$ cat config.mk
export PLATFORM = sky130hd
export DESIGN_NAME = slow_bus_rcc
export DESIGN_NICKNAME = d
export VERILOG_FILES = /design/src/inc/rcc_pkg.sv /design/src/core/slow_bus_rcc.sv
export SDC_FILE = /design/constraint.sdc
export NUM_CORES = 1
export LEC_CHECK = 0
export BUFFER_PORTS_ARGS = -buffer_cell sky130_fd_sc_hd__buf_2
export CAP_MARGIN = 0
export CORE_MARGIN = 2
export CORE_UTILIZATION = 40
export DETAILED_ROUTE_END_ITERATION = 6
export PLACE_DENSITY = 0.78
export SLEW_MARGIN = 20
export SYNTH_ARGS = -nofsm -noshare
export SYNTH_HDL_FRONTEND = slang
export SYNTH_SLANG_ARGS = --single-unit
$ cat constraint.sdc
create_clock -name mclk -period 3.3 [get_ports mclk]
set_input_delay 0 -clock mclk [delete_from_list [all_inputs] [get_ports mclk]]
set_output_delay 0 -clock mclk [all_outputs]
set_load 0.01 [all_outputs]
$ cat src/inc/rcc_pkg.sv
/*
 * Constants for the slow-bus clock gate and reset cause block:
 * register offsets, field positions, reset values, timing figures
 * and the oscillator state encoding.
 * Assumes a 32-bit AHB-Lite register bus and a 25 MHz system clock.
 */
`default_nettype none
package rcc_pkg;
    // ************************************************************
    // Register map
    // ************************************************************
    localparam int ADDR_W = 8;
    localparam logic [7:0] OFS_CLOCK_GATES = 8'h1c;
    localparam logic [7:0] OFS_RESET_CAUSE = 8'h24;

    // ************************************************************
    // Field positions
    // ************************************************************
    localparam int BIT_POWER_IF_GATE = 28;
    localparam int BIT_I2C_GATE = 21;
    localparam int BIT_WINDOW_WDG_GATE = 11;
    localparam int BIT_TIMER_TWO_GATE = 0;
    localparam int FLAG_LSB = 26;
    localparam int FLAG_W = 6;
    localparam int BIT_CAUSE_CLEAR = 24;
    localparam int BIT_OSC_READY = 1;
    localparam int BIT_OSC_ENABLE = 0;
    // Flag order inside the cause field, bit 26 upward
    localparam int FL_PIN = 0;
    localparam int FL_POWER_ON = 1;
    localparam int FL_SOFTWARE = 2;
    localparam int FL_IND_WDG = 3;
    localparam int FL_WIN_WDG = 4;
    localparam int FL_LOW_POWER = 5;

    // ************************************************************
    // Reset values and masks
    // ************************************************************
    localparam logic [31:0] CLOCK_GATES_RESET = 32'h0000_0000;
    localparam logic [31:0] CLOCK_GATES_MASK = 32'h1020_0801;
    localparam logic [5:0] FLAGS_POR_VALUE = 6'h02;
    localparam logic [31:0] RESET_CAUSE_READ_MASK = 32'hfd00_0003;

    // ************************************************************
    // Timing
    // ************************************************************
    localparam int MCLK_FREQ_HZ = 25_000_000;
    localparam int OSC_FREQ_HZ = 128_000;
    localparam int OSC_OFF_EDGES = 3;

    // ************************************************************
    // Bus encodings and oscillator states
    // ************************************************************
    localparam logic [1:0] HTRANS_NONSEQ = 2'h2;
    localparam logic [2:0] HSIZE_WORD = 3'h2;
    localparam logic HRESP_OKAY = 1'b0;

    typedef enum logic [1:0] {
        OSC_OFF = 2'b00,
        OSC_START = 2'b01,
        OSC_READY = 2'b10,
        OSC_STOP = 2'b11
    } osc_state_t;
endpackage
`default_nettype wire

$ cat src/core/slow_bus_rcc.sv
/*
 * Slow-bus clock gates, sticky reset cause flags and low-speed
 * oscillator control, reached as an AHB-Lite slave.
 * Assumes mclk at 25 MHz, rst as system reset and por as power-on
 * reset (both synchronous, active high), reset events from same-clock
 * logic, and the oscillator pins arriving asynchronously.
 */
// Register access over AHB-Lite was chosen for this implementation.
// What this block does
// - Gate register bit 28 switches the power interface clock, reset off.
// - Gate register bit 21 switches the I2C clock, reset off.
// - Gate register bit 11 switches the window watchdog clock, reset off.
// - Gate register bit 0 switches the timer two clock, reset off.
// - Low-power reset sets read-only flag bit 31, sticky until cleared.
// - Window watchdog reset sets flag bit 30, sticky until cleared.
// - Independent watchdog reset sets flag bit 29, sticky until cleared.
// - Software reset sets flag bit 28, cleared by clear bit or power-on reset.
// - Power-on reset sets flag bit 27, resets to one, sticky.
// - External reset pin sets flag bit 26, sticky until cleared.
// - Writing one to bit 24 clears all cause flags; zero does nothing.
// - Bit 0 enables the 128 kHz low-speed oscillator, resets off.
// - Read-only bit 1 shows oscillator stable.
// - After enable clears, ready falls after three oscillator cycles.
// - Of the two resets only power-on reset resets the flags, leaving just bit 27 set; system reset restores the rest.
`timescale 1ns/10ps
`default_nettype none
module slow_bus_rcc
    import rcc_pkg::*;
#(
    parameter int OFF_EDGES = OSC_OFF_EDGES
) (
    input wire logic mclk, // System clock, 25 MHz
    input wire logic rst, // System reset
    input wire logic por, // Power-on reset
    input wire logic hsel, // Slave select
    input wire logic [31:0] haddr, // Address
    input wire logic [1:0] htrans, // Transfer type
    input wire logic hwrite, // Write when high
    input wire logic [2:0] hsize, // Transfer size
    input wire logic [31:0] hwdata, // Write data
    input wire logic hready, // Bus ready
    output logic hreadyout, // Slave ready
    output logic [31:0] hrdata, // Read data
    output logic hresp, // Response, always OKAY
    output logic power_if_clock_gate, // Power interface clock on
    output logic i2c_clock_gate, // I2C clock on
    output logic window_watchdog_clock_gate, // Window watchdog clock on
    output logic timer_two_clock_gate, // Timer two clock on
    input wire logic low_power_reset_event, // Low-power reset pulse
    input wire logic window_watchdog_reset_event, // Window watchdog reset pulse
    input wire logic independent_watchdog_reset_event, // Independent watchdog reset pulse
    input wire logic software_reset_event, // Software reset pulse
    input wire logic external_reset_pin_n, // External reset pin, async
    input wire logic osc_stable, // Oscillator stable, async
    input wire logic osc_clk, // Oscillator output, async
    output logic osc_run // Oscillator run request
);
    // Fallback stop time: one cycle beyond the documented edges
    localparam int STOP_TIMEOUT = ((OFF_EDGES + 1) * MCLK_FREQ_HZ + OSC_FREQ_HZ - 1) / OSC_FREQ_HZ;
    localparam int STOP_WAIT_MAX = 1000;
    localparam logic [11:0] STOP_TIMEOUT_C = 12'(STOP_TIMEOUT);
    localparam logic [3:0] OFF_EDGES_C = 4'(OFF_EDGES);

    // ************************************************************
    // Elaboration checks
    // ************************************************************
    if (OFF_EDGES < 1 || OFF_EDGES > 15) begin : g_bad_edges
        $error("OFF_EDGES must be 1 to 15");
    end
    if (STOP_TIMEOUT > STOP_WAIT_MAX - 8) begin : g_bad_timeout
        $error("stop timeout too long for the counter");
    end

    // Packs the cause and oscillator register from its fields
    function automatic logic [31:0] pack_cause(input logic [5:0] flags, input logic clr,
                                               input logic rdy, input logic en);
        logic [31:0] w;
        w = 32'h0000_0000;
        w[FLAG_LSB +: FLAG_W] = flags;
        w[BIT_CAUSE_CLEAR] = clr;
        w[BIT_OSC_READY] = rdy;
        w[BIT_OSC_ENABLE] = en;
        return w;
    endfunction

    logic sys_rst;
    logic pin_s1_q, pin_s2_q, st_s1_q, st_s2_q, ck_s1_q, ck_s2_q, ck_s3_q;
    logic wr_q, rd_q, rd_ok_q;
    logic [ADDR_W-1:0] addr_q;
    logic [31:0] hrdata_q, gates_q, read_value;
    logic [5:0] flags_q, flags_d, set_vec;
    logic clr_q, lson_q;
    osc_state_t state_q, state_d;
    logic [3:0] edges_q;
    logic [11:0] timeout_q;
    logic addr_take, sel_gates, sel_cause, wr_gates, wr_cause, clear_pulse, osc_edge, ready, stop_done;

    // Any reset brings control state home; flags listen to por alone
    assign sys_rst = rst | por;

    // ************************************************************
    // Input synchronisers
    // ************************************************************
    // Pins come from outside the clock domain; edge detect uses stage two
    always_ff @(posedge mclk) begin
        pin_s1_q <= ~external_reset_pin_n;
        pin_s2_q <= pin_s1_q;
        st_s1_q <= osc_stable;
        st_s2_q <= st_s1_q;
        ck_s1_q <= osc_clk;
        ck_s2_q <= ck_s1_q;
        ck_s3_q <= ck_s2_q;
    end
    assign osc_edge = ck_s2_q & ~ck_s3_q;

    // ************************************************************
    // AHB-Lite slave
    // ************************************************************
    // Writes finish with no wait; reads take one wait state so that
    // the read data flop sees any write that just completed
    assign addr_take = hsel & hready & (htrans == HTRANS_NONSEQ) & (hsize == HSIZE_WORD);
    assign sel_gates = (addr_q == OFS_CLOCK_GATES);
    assign sel_cause = (addr_q == OFS_RESET_CAUSE);
    assign wr_gates = wr_q & sel_gates;
    assign wr_cause = wr_q & sel_cause;
    assign clear_pulse = wr_cause & hwdata[BIT_CAUSE_CLEAR];
    assign hreadyout = ~(rd_q & ~rd_ok_q);
    assign hresp = HRESP_OKAY;
    assign hrdata = hrdata_q;
    // Unmapped addresses read zero and drop writes
    assign read_value = sel_gates ? gates_q :
                        sel_cause ? pack_cause(flags_q, clr_q, ready, lson_q) : 32'h0000_0000;

    // Address phase capture
    always_ff @(posedge mclk) begin
        if (sys_rst) begin
            wr_q <= 1'b0;
            rd_q <= 1'b0;
            rd_ok_q <= 1'b0;
            addr_q <= '0;
        end else begin
            if (hready) begin
                wr_q <= addr_take & hwrite;
                rd_q <= addr_take & ~hwrite;
                addr_q <= haddr[ADDR_W-1:0];
            end
            rd_ok_q <= rd_q & ~rd_ok_q;
        end
    end

    // Read data loaded during the wait state
    always_ff @(posedge mclk) begin
        if (sys_rst) begin
            hrdata_q <= 32'h0000_0000;
        end else if (rd_q & ~rd_ok_q) begin
            hrdata_q <= read_value;
        end
    end

    // ************************************************************
    // Registers
    // ************************************************************
    // Only the four gate bits store; the rest stay zero
    always_ff @(posedge mclk) begin
        if (sys_rst) begin
            gates_q <= CLOCK_GATES_RESET;
        end else if (wr_gates) begin
            gates_q <= hwdata & CLOCK_GATES_MASK;
        end
    end
    assign power_if_clock_gate = gates_q[BIT_POWER_IF_GATE];
    assign i2c_clock_gate = gates_q[BIT_I2C_GATE];
    assign window_watchdog_clock_gate = gates_q[BIT_WINDOW_WDG_GATE];
    assign timer_two_clock_gate = gates_q[BIT_TIMER_TWO_GATE];

    // Writable cause register bits; flags and ready ignore writes
    always_ff @(posedge mclk) begin
        if (sys_rst) begin
            clr_q <= 1'b0;
            lson_q <= 1'b0;
        end else if (wr_cause) begin
            clr_q <= hwdata[BIT_CAUSE_CLEAR];
            lson_q <= hwdata[BIT_OSC_ENABLE];
        end
    end

    // ************************************************************
    // Reset cause flags
    // ************************************************************
    // A cause arriving with the clear write survives: set beats clear
    always_comb begin
        set_vec = 6'h00;
        set_vec[FL_LOW_POWER] = low_power_reset_event;
        set_vec[FL_WIN_WDG] = window_watchdog_reset_event;
        set_vec[FL_IND_WDG] = independent_watchdog_reset_event;
        set_vec[FL_SOFTWARE] = software_reset_event;
        set_vec[FL_PIN] = pin_s2_q;
        flags_d = (flags_q & ~{FLAG_W{clear_pulse}}) | set_vec;
    end

    // System reset leaves the flags alone so software can read the cause
    always_ff @(posedge mclk) begin
        if (por) begin
            flags_q <= FLAGS_POR_VALUE;
        end else begin
            flags_q <= flags_d;
        end
    end

    // ************************************************************
    // Low-speed oscillator
    // ************************************************************
    // Oscillator kept running while stopping so its edges can be counted
    assign ready = (state_q == OSC_READY) | (state_q == OSC_STOP);
    assign osc_run = lson_q | (state_q == OSC_STOP);
    // Timeout guards against an oscillator that dies before three edges
    assign stop_done = ((edges_q == OFF_EDGES_C - 4'h1) & osc_edge) | (timeout_q == STOP_TIMEOUT_C);

    // Next state
    always_comb begin
        state_d = state_q;
        case (state_q)
            OSC_OFF: begin
                if (lson_q) state_d = OSC_START;
            end
            OSC_START: begin
                if (!lson_q) state_d = OSC_OFF;
                else if (st_s2_q) state_d = OSC_READY;
            end
            OSC_READY: begin
                if (!lson_q) state_d = OSC_STOP;
                else if (!st_s2_q) state_d = OSC_START;
            end
            OSC_STOP: begin
                if (lson_q) state_d = OSC_READY;
                else if (stop_done) state_d = OSC_OFF;
            end
            default: state_d = OSC_OFF;
        endcase
    end

    // State and stop counters
    always_ff @(posedge mclk) begin
        if (sys_rst) begin
            state_q <= OSC_OFF;
            edges_q <= 4'h0;
            timeout_q <= 12'h000;
        end else begin
            state_q <= state_d;
            if (state_q != OSC_STOP) begin
                edges_q <= 4'h0;
                timeout_q <= 12'h000;
            end else begin
                edges_q <= edges_q + {3'h0, osc_edge};
                timeout_q <= timeout_q + 12'h001;
            end
        end
    end

    // ************************************************************
    // Assertions
    // ************************************************************
    property p_gates;
        @(posedge mclk) disable iff (sys_rst)
        wr_gates |=> (power_if_clock_gate == $past(hwdata[BIT_POWER_IF_GATE]))
            && (i2c_clock_gate == $past(hwdata[BIT_I2C_GATE]))
            && (window_watchdog_clock_gate == $past(hwdata[BIT_WINDOW_WDG_GATE]))
            && (timer_two_clock_gate == $past(hwdata[BIT_TIMER_TWO_GATE]));
    endproperty
    a_gates: assert property (p_gates) else $error("clock gate outputs do not follow write");

    property p_flag_set;
        @(posedge mclk) disable iff (por)
        (set_vec != 6'h00) |=> ((flags_q & $past(set_vec)) == $past(set_vec));
    endproperty
    a_flag_set: assert property (p_flag_set) else $error("reset cause flag not set");

    property p_flag_sticky;
        @(posedge mclk) disable iff (por)
        !clear_pulse |=> ((flags_q & $past(flags_q)) == $past(flags_q));
    endproperty
    a_flag_sticky: assert property (p_flag_sticky) else $error("reset cause flag lost");

    property p_por_flag;
        @(posedge mclk)
        por ##1 !por |-> flags_q[FL_POWER_ON];
    endproperty
    a_por_flag: assert property (p_por_flag) else $error("power-on flag not set");

    property p_clear;
        @(posedge mclk) disable iff (por)
        (clear_pulse && set_vec == 6'h00) |=> (flags_q == 6'h00);
    endproperty
    a_clear: assert property (p_clear) else $error("clear write left flags");
    // Start from idle only; a repeated enable while running keeps its state
    property p_enable;
        @(posedge mclk) disable iff (sys_rst)
        (wr_cause && hwdata[BIT_OSC_ENABLE] && state_q == OSC_OFF) |=> osc_run ##1 (state_q == OSC_START);
    endproperty
    a_enable: assert property (p_enable) else $error("oscillator not started");
    property p_ready;
        @(posedge mclk) disable iff (sys_rst)
        $rose(ready) |-> $past(st_s2_q) && $past(lson_q);
    endproperty
    a_ready: assert property (p_ready) else $error("ready without stable oscillator");

    property p_stop_hold;
        @(posedge mclk) disable iff (sys_rst)
        (state_q == OSC_READY && !lson_q) |=> ready [*2];
    endproperty
    a_stop_hold: assert property (p_stop_hold) else $error("ready fell too early");
    // A re-enable during the stop legally keeps ready up
    property p_stop_bound;
        @(posedge mclk) disable iff (sys_rst)
        (state_q == OSC_READY && !lson_q) |=> ##[1:STOP_WAIT_MAX] (!ready || lson_q);
    endproperty
    a_stop_bound: assert property (p_stop_bound) else $error("ready never fell");
    property p_sys_reset;
        @(posedge mclk)
        rst |=> (gates_q == CLOCK_GATES_RESET) && !lson_q && !clr_q && (state_q == OSC_OFF);
    endproperty
    a_sys_reset: assert property (p_sys_reset) else $error("system reset missed a bit");

    property p_reserved;
        @(posedge mclk) disable iff (sys_rst)
        (rd_q && rd_ok_q) |-> ((hrdata & ~(RESET_CAUSE_READ_MASK | CLOCK_GATES_MASK)) == 32'h0000_0000);
    endproperty
    a_reserved: assert property (p_reserved) else $error("reserved bits read non-zero");

    property p_read_wait;
        @(posedge mclk) disable iff (sys_rst)
        (rd_q && !rd_ok_q) |-> !hreadyout ##1 hreadyout;
    endproperty
    a_read_wait: assert property (p_read_wait) else $error("read wait state wrong");

    c_gate_write: cover property (@(posedge mclk) disable iff (sys_rst) wr_gates);
    c_clear: cover property (@(posedge mclk) disable iff (por) clear_pulse && flags_q != 6'h00);
    c_ready: cover property (@(posedge mclk) disable iff (sys_rst) $rose(ready));
    c_stop: cover property (@(posedge mclk) disable iff (sys_rst) $fell(ready) && edges_q != 4'h0);
endmodule
`default_nettype wire

==> results.md <==
- The clock latency reported for the late side of the worst-skew pair is 330 ps.
- The type of the worst min-delay path is in -> reg.
- The nature of the critical path endpoint is a flip-flop.
- The number of clock buffers added by TritonCTS is 9.
- The synthesized netlist occupies a cell area of 2420 µm².
- Ranked by total cell area, the synthesized netlist is headed by sky130_fd_sc_hd__dfxtp_1, sky130_fd_sc_hd__buf_4, sky130_fd_sc_hd__nor2_1.
- The clock tree root buffer cell is sky130_fd_sc_hd__clkbuf_8.
- The clock edge transition at the registers on the reported setup and hold paths is 70 ps.
- In the routed layout, each cell is associated on average with a via count of 4.766.
- In this run the worst path has a maximum fanout of 12.
- The number of remaining DRC errors is 0.
- The final layout contains routed wiring with a total length of 4.904 mm.
- After layout, the minimum clock period comes to 2043 ps.
- The number of nets with antenna violations after detailed routing is 0.
- The clock net sink count is 59.
- Of all cell types, the one taking the most synthesized area is sky130_fd_sc_hd__dfxtp_1.
- The worst setup path is launched from a flip-flop.
- Measured along the x axis, the die boundary spans 81.78 µm.
- Of the total power, registers draw 0.488.
- The measured slew at the worst slew-check pin is 908.4 ps.
- The total area inside the core boundary comes to 5886 µm².
- The clock tree buffer depth is 2.
- The peak ir drop on the vdd network is 0.0004843 V.
- The number of vias in the routed layout is 1973.
- The effective utilization at floorplan is 0.4111.
- The worst endpoint required time is 3510 ps.
- The first detailed-routing pass ran for 4 iterations.
- The number of antenna violations at the first check in global routing came to 0.
- The share of the yosys chip area belonging to registers is 0.4881.
- Counting both buffers and inverters, the worst setup path holds a total of 1.
- Power spread over the standard cell area amounts to 492.4 nW/µm².
- In the synthesized netlist the dominant register cell turns out to be sky130_fd_sc_hd__dfxtp_1.
- Data on the critical path arrives at its endpoint at 2260 ps.
- The floorplan has 28 rows.
- The part of the cycle the worst path needs is 0.6191.
- The synthesized area divided by synthesized cell count is 9.201 µm².
- The count of antenna diodes in the layout is 0.
- The switching power summed over all nets is 0.3147 mW.
- Across the run, the number of max-cap violations was 0.
- Setup repair after global routing left no endpoint under its margin.
- The leakage power figure is 1.265 nW.
- The headroom to the max-slew limit is 0.3944.
- The switching power as a share of total power is 0.2094.
- The startpoint of the worst register-to-register path is addr_q[7].
- The final max-slew violation count was 0.
- The critical path is of the reg -> reg type.
- In this run the vertical extent of the chip is 81.78 µm.
- The setup total negative slack is 0 ps.
- The total overflow reported by the global router is 0.
- In this run, distinct cell masters in the synthesized netlist total 43.
- The power consumption is 1.503 mW.
- The first-pass GRT wire length is 7.976 mm.
- The final routed wire length divided by cell count is 11.85 µm.
- Of the post-synthesis cell area, the dominant cell type holds 0.4881.
- The setup slack on the worst flop-to-flop path is 1260 ps.
- In the layout the commonest cells are sky130_fd_sc_hd__dfxtp_1, sky130_fd_sc_hd__buf_2, sky130_fd_sc_hd__nor2_1.
- The end of the worst register-to-register path is flags_q[1].
- The ratio of cells with drive above 1 in the final layout is 0.2035.
- The total routing resource utilization after global routing is 0.1595.
- Traced cell by cell, the critical path runs through nor4_1 > and3_1 > nand3_1 > a21o_1 > dlygate4sd3_1.
- The largest net degree at the start of global routing is 26.
- The number of global-route vias before repair is 1818.
- The number of top-level pins is 121.
- During placement, the flow inserted port buffers numbering 47.
- The combinational share of power is 0.055.
- The H-tree was split into 3 levels.
- The maximum frequency from static timing analysis is 489.4 MHz.
- The relative contribution of the clock network to total power is 0.457.
- The count of state elements after synthesis is 59.
- The number of enable flip-flop cells after synthesis is 0.
- The kind of cell adding the most delay to the critical path is simple AND/OR/NAND/NOR gates.
- For hold timing, the worst endpoint is clr_q.
- For this block, the initial DRC count from the detailed router was 145.
- The die covers 6688 µm².
- The most common cell after layout, fill and taps aside is sky130_fd_sc_hd__dfxtp_1.
- The count of final hold-check violations is 0.
- The standard cell with the maximum stage delay on the critical path is sky130_fd_sc_hd__dlygate4sd3_1.
- From synthesis to final layout, the design area changed by 26.11%.
- The net count of the finished layout is 420.
- The congestion estimate from routability-driven global placement came to 0.8339.
- The run finished with clean final reports.
- On the worst path, the slowest cell contributes a delay of 550 ps.
- The internal power of the cells totals 1.188 mW.
- The number of warning messages in the yosys log is 0.
- TritonCTS built the clock tree.
- Measured in cells, the most critical reg-to-reg path has a length of 5.
- The post-synthesis instance total is 263.
- Setup violations remaining at the end of the flow were counted as 0.
- The HPWL after detailed placement is 3.326 mm.
- The launch instance of the worst min-delay path is rst.
- In this run the post-CTS setup repair buffer count came out at 0.
- The largest clock skew in the final design is 9.513 ps.
- The worst hold path stage count is 4.
- The proportion of synthesized flip-flops having asynchronous set or reset is 0.
==> per-stage QoR <==
step / setup WS (ps) / hold slack [ps] / cells / area, µm² / util
floorplan: 2063 / 27.72 / 284 / 2499 / -
global placement: 1653 / 103.7 / 375 / 2614 / 0.4441
detailed placement: 1619 / 103.6 / 375 / 2614 / 0.4441
global route: 1137 / 43.89 / 414 / 3052 / 0.5185
CTS: 1267 / 14.22 / 414 / 3052 / 0.5185
finish: 1257 / 32.97 / 414 / 3052 / 0.5185
==> repair_timing <==
action                    CTS  global route
hold buffers               23             0
resized for setup           0             0
hold endpoints to repair   24             0
==> state kept, by name (all words and copies together), names as in the netlist, 2 cells and up <==
| name | cells |
|---|---|
| timeout_q | 12 |
| gates_q | 4 |
| state_q | 2 |
| addr_q | 8 |
| edges_q | 4 |
| hrdata | 11 |
| flags_q | 6 |
==> kinds of logic (layout without fill, tap and decap cells) <==
kind of cell,after synthesis,in the layout,synth area share
compound gates,38,38,0.1039
xor+xnor,10,10,0.03620
fa+ha+maj,4,4,0.02068
buf+inv,43,98,0.1086
flops,59,59,0.4881
mux,10,10,0.04137
other cells,1,22,0.001550
simple gates,98,98,0.1996
==> Yosys cell counts (4+ instances only) <==
master,number
sky130_fd_sc_hd__nand3_1,22
sky130_fd_sc_hd__ha_1,4
sky130_fd_sc_hd__buf_4,24
sky130_fd_sc_hd__a21oi_1,16
sky130_fd_sc_hd__a22o_1,5
sky130_fd_sc_hd__nand2_1,22
sky130_fd_sc_hd__inv_1,11
sky130_fd_sc_hd__dfxtp_1,59
sky130_fd_sc_hd__nor2_1,30
sky130_fd_sc_hd__xnor2_1,7
sky130_fd_sc_hd__o21ai_0,5
sky130_fd_sc_hd__mux2i_1,10
==> power by group through the flow <==
stage	clock network, mW	logic (mW)	registers (mW)
floorplan	0	0.0588	0.746
global placement	0	0.0600	0.748
detailed placement	0	0.0613	0.749
CTS	0.701	0.0816	0.733
global route	0.738	0.0927	0.734
finish	0.687	0.0825	0.733
==> area by class of cell <==
type | instances | area, µm²
Clock buffer | 10 | 127.6
Clock inverter | 6 | 80.08
Fill cell | 531 | 2834
Inverter | 11 | 41.29
Multi-Input combinational cell | 182 | 1055
Sequential cell | 59 | 1181
Tap cell | 75 | 93.84
Timing Repair Buffer | 71 | 473.0
==> worst min-delay path, stage by stage <==
cell                      delay [ps]
sky130_fd_sc_hd__buf_2           100
sky130_fd_sc_hd__nor2_2           80
sky130_fd_sc_hd__nand2_1          70
sky130_fd_sc_hd__mux2i_1          60
==> metal layers <==
layer  GRT usage  part of all wire  vias up  wire, µm
li1            -                 -      993         -
met1      0.1923              0.45      905      2187
met2      0.2472              0.48       69      2343
met3     0.05165             0.056        6       274
met4     0.09500             0.020        0        99
met5           0                 0        -         0
==> worst max path at each step <==
stage               slack, ps          to  cells after the start  startpoint
floorplan                2060  flags_q[1]                      5   addr_q[7]
global placement         1650  flags_q[5]                      4   addr_q[7]
detailed placement       1620  flags_q[3]                      4   addr_q[6]
CTS                      1270  flags_q[1]                      5   addr_q[7]
global route             1140  flags_q[1]                      5   addr_q[6]
finish                   1260  flags_q[1]                      5   addr_q[7]
No activity file was read; power rests on OpenSTA's default activity.
